--- src/verilog/or_return_rotate_regs.svh ---
// reset values, field positions and timing counts for the or/return/rotate slice
// assumes an 8-bit data path; included by the execution unit only
`ifndef OR_RETURN_ROTATE_REGS_SVH
`define OR_RETURN_ROTATE_REGS_SVH

// reset values of the architectural state held here
`define ORR_WREG_RST 8'h00
`define ORR_ZERO_RST 1'b0
`define ORR_MIE_RST 1'b0
// bit positions of the rotate
`define ORR_MSB_POS 7
`define ORR_LSB_POS 0
// master interrupt enable value written by the handler exit
`define ORR_MIE_SET 1'b1
// cycles from acceptance to done
`define ORR_REG_CYCLES 1
`define ORR_MEM_CYCLES 2

`endif
--- src/verilog/or_return_rotate_pkg.sv ---
// types shared by the or/return/rotate execution unit
// assumes the decode path has already classified the opcode
package or_return_rotate_pkg;

	// instruction classes handled by this slice
	typedef enum logic [2:0] {
		OP_OR_MEM,
		OP_OR_IMM,
		OP_OR_TO_MEM,
		OP_SUB_EXIT,
		OP_SUB_EXIT_LIT,
		OP_HANDLER_EXIT,
		OP_ROTATE_LEFT
	} op_e;

	// sequencer states
	typedef enum logic [0:0] {
		ST_IDLE,
		ST_MEM
	} state_e;

endpackage : or_return_rotate_pkg

--- src/verilog/mem_if.sv ---
// bundle between the execution unit and its data memory store
// assumes one clock; read data appear one edge after the address
`timescale 1ns/10ps

interface mem_if #(
	parameter int ADDR_W = 8,
	parameter int DATA_W = 8
);
	logic [ADDR_W-1:0] addr; // byte address
	logic wrEn; // write strobe
	logic [DATA_W-1:0] wrData; // write data
	logic [DATA_W-1:0] rdData; // registered read data

	modport ctrl (output addr, output wrEn, output wrData, input rdData);
	modport store (input addr, input wrEn, input wrData, output rdData);
endinterface : mem_if

--- src/verilog/data_mem_store.sv ---
// small data memory: synchronous write, registered read
// assumes the controller holds addr steady for the read-modify-write
`timescale 1ns/10ps

module data_mem_store #(
	parameter int ADDR_W = 8,
	parameter int DATA_W = 8,
	parameter int DEPTH = 256
) (
	input wire logic clk,
	input wire logic reset,
	mem_if.store bus
);

	logic [DATA_W-1:0] cells [DEPTH]; // storage array, not reset

	////////////////////////////////////////////////////////////////////////
	// read returns the old word on a same-address write
	always_ff @(posedge clk) begin
		if (bus.wrEn) begin
			cells[bus.addr] <= bus.wrData;
		end
		if (reset) begin
			bus.rdData <= '0;
		end else begin
			bus.rdData <= cells[bus.addr];
		end
	end

endmodule : data_mem_store

--- src/verilog/or_return_rotate_exec.sv ---
// execution unit for the OR, return and rotate-left instructions
// assumes decode presents one instruction at a time with stack top and
// interrupt pending status already valid in the same cycle
`timescale 1ns/10ps
`include "or_return_rotate_regs.svh"

module or_return_rotate_exec #(
	parameter int ADDR_W = 8,
	parameter int PC_W = 12,
	parameter int DEPTH = 256
) (
	input wire logic clk,
	input wire logic reset,
	input wire logic instValid,
	input wire or_return_rotate_pkg::op_e instOp,
	input wire logic [ADDR_W-1:0] instAddr,
	input wire logic [7:0] instImm,
	input wire logic [PC_W-1:0] stackTop,
	input wire logic irqPending,
	input wire logic extWrEn,
	input wire logic [ADDR_W-1:0] extAddr,
	input wire logic [7:0] extData,
	output logic busy,
	output logic done,
	output logic [7:0] workingReg,
	output logic zeroFlag,
	output logic masterIntEnable,
	output logic pcLoad,
	output logic [PC_W-1:0] pcValue,
	output logic stackPop,
	output logic irqService
);

	// whole state of the unit
	typedef struct packed {
		or_return_rotate_pkg::state_e state;
		or_return_rotate_pkg::op_e op; // latched memory op
		logic [ADDR_W-1:0] addr; // latched address
		logic busy;
		logic done;
		logic [7:0] workingReg;
		logic zeroFlag;
		logic masterIntEnable;
		logic pcLoad;
		logic [PC_W-1:0] pcValue;
		logic stackPop;
		logic irqService;
	} exec_s;

	exec_s st_ff; // registered state
	exec_s nxt_st; // next state
	logic accept; // instruction taken this cycle
	logic [7:0] orRes; // OR of register and memory
	logic [7:0] rotRes; // rotated memory byte

	mem_if #(.ADDR_W(ADDR_W), .DATA_W(8)) memBus();

	data_mem_store #(.ADDR_W(ADDR_W), .DATA_W(8), .DEPTH(DEPTH)) uStore (
		.clk(clk),
		.reset(reset),
		.bus(memBus.store)
	);

	////////////////////////////////////////////////////////////////////////
	// datapath terms
	assign accept = instValid && (st_ff.state == or_return_rotate_pkg::ST_IDLE);
	assign orRes = st_ff.workingReg | memBus.rdData;
	assign rotRes = {memBus.rdData[`ORR_MSB_POS-1:`ORR_LSB_POS], memBus.rdData[`ORR_MSB_POS]};

	////////////////////////////////////////////////////////////////////////
	// memory port steering; the address is held across the read-modify-write
	always_comb begin
		memBus.addr = extAddr;
		memBus.wrEn = 1'b0;
		memBus.wrData = extData;
		if (st_ff.state == or_return_rotate_pkg::ST_MEM) begin
			memBus.addr = st_ff.addr;
			if (st_ff.op == or_return_rotate_pkg::OP_OR_TO_MEM) begin
				memBus.wrEn = 1'b1;
				memBus.wrData = orRes;
			end else if (st_ff.op == or_return_rotate_pkg::OP_ROTATE_LEFT) begin
				memBus.wrEn = 1'b1;
				memBus.wrData = rotRes;
			end
		end else if (instValid) begin
			memBus.addr = instAddr; // start the read
		end else begin
			memBus.wrEn = extWrEn; // preload only when no instruction is offered
		end
	end

	////////////////////////////////////////////////////////////////////////
	// next-state logic
	always_comb begin
		nxt_st = st_ff;
		nxt_st.done = 1'b0; // pulses
		nxt_st.pcLoad = 1'b0;
		nxt_st.stackPop = 1'b0;
		nxt_st.irqService = 1'b0;
		case (st_ff.state)
			or_return_rotate_pkg::ST_IDLE: begin
				if (accept) begin
					case (instOp)
						or_return_rotate_pkg::OP_OR_IMM: begin
							nxt_st.workingReg = st_ff.workingReg | instImm;
							nxt_st.zeroFlag = ((st_ff.workingReg | instImm) == 8'h00);
							nxt_st.done = 1'b1;
						end
						or_return_rotate_pkg::OP_SUB_EXIT,
						or_return_rotate_pkg::OP_SUB_EXIT_LIT,
						or_return_rotate_pkg::OP_HANDLER_EXIT: begin
							// zero flag untouched on every return form; the handler exit sets masterIntEnable
							nxt_st.pcLoad = 1'b1;
							nxt_st.stackPop = 1'b1;
							nxt_st.pcValue = stackTop;
							nxt_st.done = 1'b1;
							if (instOp == or_return_rotate_pkg::OP_SUB_EXIT_LIT) begin
								nxt_st.workingReg = instImm;
							end
							if (instOp == or_return_rotate_pkg::OP_HANDLER_EXIT) begin
								nxt_st.masterIntEnable = `ORR_MIE_SET;
								nxt_st.irqService = irqPending;
							end
						end
						default: begin
							// memory forms wait one edge for read data
							nxt_st.state = or_return_rotate_pkg::ST_MEM;
							nxt_st.op = instOp;
							nxt_st.addr = instAddr;
							nxt_st.busy = 1'b1;
						end
					endcase
				end
			end
			or_return_rotate_pkg::ST_MEM: begin
				nxt_st.state = or_return_rotate_pkg::ST_IDLE;
				nxt_st.busy = 1'b0;
				nxt_st.done = 1'b1;
				case (st_ff.op)
					or_return_rotate_pkg::OP_OR_MEM: begin
						nxt_st.workingReg = orRes;
						nxt_st.zeroFlag = (orRes == 8'h00);
					end
					or_return_rotate_pkg::OP_OR_TO_MEM: begin
						nxt_st.zeroFlag = (orRes == 8'h00);
					end
					default: begin
						// rotate: memory only, no flag touched
					end
				endcase
			end
			default: begin
				nxt_st.state = or_return_rotate_pkg::ST_IDLE;
			end
		endcase
	end

	////////////////////////////////////////////////////////////////////////
	// state register
	always_ff @(posedge clk) begin
		if (reset) begin
			st_ff <= '0;
			st_ff.state <= or_return_rotate_pkg::ST_IDLE;
			st_ff.workingReg <= `ORR_WREG_RST;
			st_ff.zeroFlag <= `ORR_ZERO_RST;
			st_ff.masterIntEnable <= `ORR_MIE_RST;
		end else begin
			st_ff <= nxt_st;
		end
	end

	// outputs straight from the state register
	assign busy = st_ff.busy;
	assign done = st_ff.done;
	assign workingReg = st_ff.workingReg;
	assign zeroFlag = st_ff.zeroFlag;
	assign masterIntEnable = st_ff.masterIntEnable;
	assign pcLoad = st_ff.pcLoad;
	assign pcValue = st_ff.pcValue;
	assign stackPop = st_ff.stackPop;
	assign irqService = st_ff.irqService;
endmodule : or_return_rotate_exec

--- config.mk ---
export PLATFORM = sky130hd
export DESIGN_NAME = or_return_rotate_exec
export DESIGN_NICKNAME = d
export VERILOG_FILES = /design/src/verilog/or_return_rotate_pkg.sv /design/src/verilog/mem_if.sv /design/src/verilog/data_mem_store.sv /design/src/verilog/or_return_rotate_exec.sv
export VERILOG_INCLUDE_DIRS = /design/src /design/src/verilog
export SDC_FILE = /design/constraint.sdc
export NUM_CORES = 2
export LEC_CHECK = 0
export BUFFER_PORTS_ARGS = -buffer_cell sky130_fd_sc_hd__buf_4
export CELL_PAD_IN_SITES_DETAIL_PLACEMENT = 1
export CELL_PAD_IN_SITES_GLOBAL_PLACEMENT = 2
export CORE_MARGIN = 2
export CORE_UTILIZATION = 50
export DETAILED_ROUTE_END_ITERATION = 6
export GPL_TIMING_DRIVEN = 0
export PLACE_DENSITY = 0.88
export SLEW_MARGIN = 10
export SYNTH_ARGS = -nofsm -noshare
export SYNTH_HDL_FRONTEND = slang
export SYNTH_HIERARCHICAL = 1
export SYNTH_SLANG_ARGS = --single-unit
--- constraint.sdc ---
create_clock -name clk -period 17.8 [get_ports clk]
set_input_delay 4.45 -clock clk [delete_from_list [all_inputs] [get_ports clk]]
set_output_delay 4.45 -clock clk [all_outputs]
set_load 0.005 [all_outputs]
==> run_results.csv <==
group,metric,value,unit
sta,rsz0062_at_grt,"no",
worst_setup_path,arrival,11.42,ns
placed_design,gp_congestion,0.943,
layout,nets,4612,
synthesis,post_synth.cell_area_avg,19.6,um^2
power_and_ir_drop,comb_power_share,0.105,
sta,max_freq,0.0914,GHz
synthesis,synthDistinctLibCells,71,
clock_network,ctsHoldBuffers,0,
floorplanning,row_count,149,
power_and_ir_drop,peakVddDrop,120,uV
drt,avgViaCountPerCell,6.81,
power_and_ir_drop,seq_power_share,0.508,
floorplanning,die_w,410,um
synthesis,yosysTopAreaCellShare,0.745,
drt,via_count,47200,
worst_setup_path,end_kind,"flop",
clock_network,cts_tree,"built",
clock_network,cts.htree.levels,4,
layout,syn2layout_area_growth,14.1,%
power_and_ir_drop,power_switching_share,0.244,
clock_network,cts_resized,0,
sta,finalCritPeriodShare,0.614,
power_and_ir_drop,cellLeakagePower,29.9,nW
drt,drtPass1Iterations,7,
worst_setup_path,r2r_start,"st_ff[38]$_SDFF_PP0_",
power_and_ir_drop,p_sw,2.62,mW
synthesis,yosysSeqAreaShare,0.756,
clock_network,numCtsBuffers,200,
grt,grt_usage,0.324,
synthesis,synth_area,0.0826,mm^2
drt,wl_per_cell,39.3,um
sta,drv_slew,0,
sta,period_needed,10.94,ns
drt,wl,272000,um
placed_design,portBuffers,76,
layout,drive_above_1_share,0.234,
layout,final_common_cell,"edfxtp_1",
flow_run,maxCapViolations,0,
placed_design,dp.cells,6547,
synthesis,syn_inst,4203,
floorplanning,fp.dieH,410,um
synthesis,synth-edff-count,2048,
floorplanning,core,0.164,mm^2
sta,setup_violations,0,
min_path,hold_class,"flop to flop",
sta,hold_violations,0,
clock_network,clkTransAtPathRegs,0.06,ns
clock_network,postCtsSetupBuffers,0,
grt,grt_pass1_vias,47700,
synthesis,syn_nets,4255,
sta,finalSetupTns,0,ns
grt,antenna_found_initial,13,
placed_design,hpwl,187000,um
min_path,hp-start,"busy$_SDFFE_PP0P_",
synthesis,synth_area_leaders,"edfxtp_1 74%, mux4_2 11%, mux2i_1 3.5%",
synthesis,synth_largest_area_cell,"edfxtp_1",
clock_network,clkSinkCount,2094,
floorplanning,die_area,0.168,mm^2
outcome,violations,"design-rule violations",
worst_setup_path,required,18.28,ns
worst_setup_path,critical_path.startpoint_type,"input port",
drt,drc_errors,18,
grt,grt_first_pass_wirelength,376000,um
synthesis,synth_flop_cell,"edfxtp_1",
drt,drt_iter0_markers,7445,
outcome,status,"finished with violations",
floorplanning,initial_core_util,0.502,
power_and_ir_drop,pwr_density_cell,114,mW/mm^2
synthesis,ys_ff_latch,2094,
synthesis,ys_warn_count,6,
worst_setup_path,cp_max_fo,10,
power_and_ir_drop,p_int,8.09,mW
layout,layout.cells.non_filler,6922,
grt,grt_max_degree,45,
grt,grt-ovfl-total,0,
synthesis,async_flop_share,0,
sta,worstMarginPinSlew,1.46,ns
floorplanning,ios,79,
layout,final_cell_mix,"2,048 x edfxtp_1, 398 x mux4_2, 306 x nor2_1",
drt,ant_nets,0,
clock_network,cts-root-buf,"clkbuf_16",
worst_setup_path,path_class,"input port to flop",
sta,max_slew_margin,0.0220,
worst_setup_path,crit_start,"instValid",
sta,final.setup_skew,0.0407,ns
clock_network,clockBufferDepth,3,
clock_network,clock_latency,0.87,ns
power_and_ir_drop,clkPwrFrac,0.387,
==> worst paths after layout <==
check,depth (start not counted),to,slack (ns)
max reg2reg,16,uStore/cells[115][2]$_DFFE_PP_,9.94
min reg2reg,2,busy$_SDFFE_PP0P_,0.47
min,2,busy$_SDFFE_PP0P_,0.47
max,15,uStore/cells[115][2]$_DFFE_PP_,6.86
==> cell type report <==
class / instances / area [um^2]
antenna: 13 / 32.5
buffer: 281 / 1690
clock buffer: 253 / 5270
clock inverter: 109 / 1000
fill: 14200 / 70200
inverter: 5 / 18.8
multi-input combinational: 1823 / 18800
sequential: 2094 / 62400
tap: 2189 / 2740
timing repair buffer: 155 / 2280
==> cells in the mapped netlist, drive strengths merged (3+ instances only) <==
cell type     n
edfxtp     2048
mux4        408
nor2        308
mux2i       285
buf         183
nand2       108
clkbuf       98
a22oi        89
a21oi        86
o21ai        81
nor3         62
nand3        49
dfxtp        46
mux2         46
o22ai        42
nor2b        25
o211ai       24
nand4        21
a211oi       20
nor4         18
o2bb2ai      17
a31oi        13
nand2b       12
and3         10
and4b         9
o2111ai       9
a221oi        8
o211a         6
o311ai        6
or4           6
a311oi        5
and2          5
o21a          5
or2           5
inv           4
nand3b        4
a32oi         3
and2b         3
nand4b        3
or4bb         3
==> power groups by stage <==
stage	registers [mW]	clock network (mW)	logic, mW
finish	5.44	4.15	1.12
global route	5.44	4.33	1.12
CTS	5.44	4.16	1.07
detailed placement	5.54	0	1.06
global placement	5.68	0	0.976
floorplan	5.61	0	0.560
==> registers in the layout, summed over array words and instances (netlist names) <==
signal,flops
uStore/cells,2048
pcValue,12
st_ff,12
uStore/bus.rdData,8
workingReg,8
busy,1
done,1
irqService,1
masterIntEnable,1
pcLoad,1
zeroFlag,1
==> metrics by stage <==
step | worst slack, ns | util | cell area (um^2) | hold WS (ns) | power [mW]
2_1_floorplan | 4.74 | - | 82600 | 0.453 | 6.17
3_3_place_gp | -8.16 | 0.522 | 85900 | 0.450 | 6.66
3_5_place_dp | 6.34 | 0.534 | 87900 | 0.470 | 6.61
4_1_cts | 7.19 | 0.573 | 94100 | 0.478 | 10.7
5_1_grt | 7.05 | 0.573 | 94200 | 0.495 | 10.9
6_report | 6.86 | 0.573 | 94200 | 0.470 | 10.7
==> kinds of logic (layout without fill, tap and decap cells) <==
kind of cell           Yosys count  in the layout  share of synthesized area
AO/OA/AOI/OAI                  425            425                     0.0340
AND/OR/NAND/NOR                658            658                     0.0370
multiplexers                   739            739                      0.153
flip-flops                    2094           2094                      0.756
buffers and inverters          286            803                     0.0206
XOR/XNOR                         1              1                   0.000106
other                            0             13                          0
==> per-layer routing <==
| layer | global-route usage | share of wire |
|---|---|---|
| met5 | 0 | 0.00017 |
| met4 | 0.220 | 0.082 |
| met3 | 0.0947 | 0.12 |
| met2 | 0.491 | 0.45 |
| met1 | 0.406 | 0.34 |
==> critical path: stages <==
cell and delay, ns:
buf_4 0.11, buf_1 0.54, mux2i_1 0.15, o21ai_0 0.22, buf_2 0.51, buf_4 0.43, buf_4 0.38, buf_4 0.37
buf_2 0.69, buf_2 0.54, nand2_1 0.63, nor2_2 0.54, nand2_1 0.34, buf_2 0.59, nor2_1 0.83
Power figures use the tool's default switching activity.
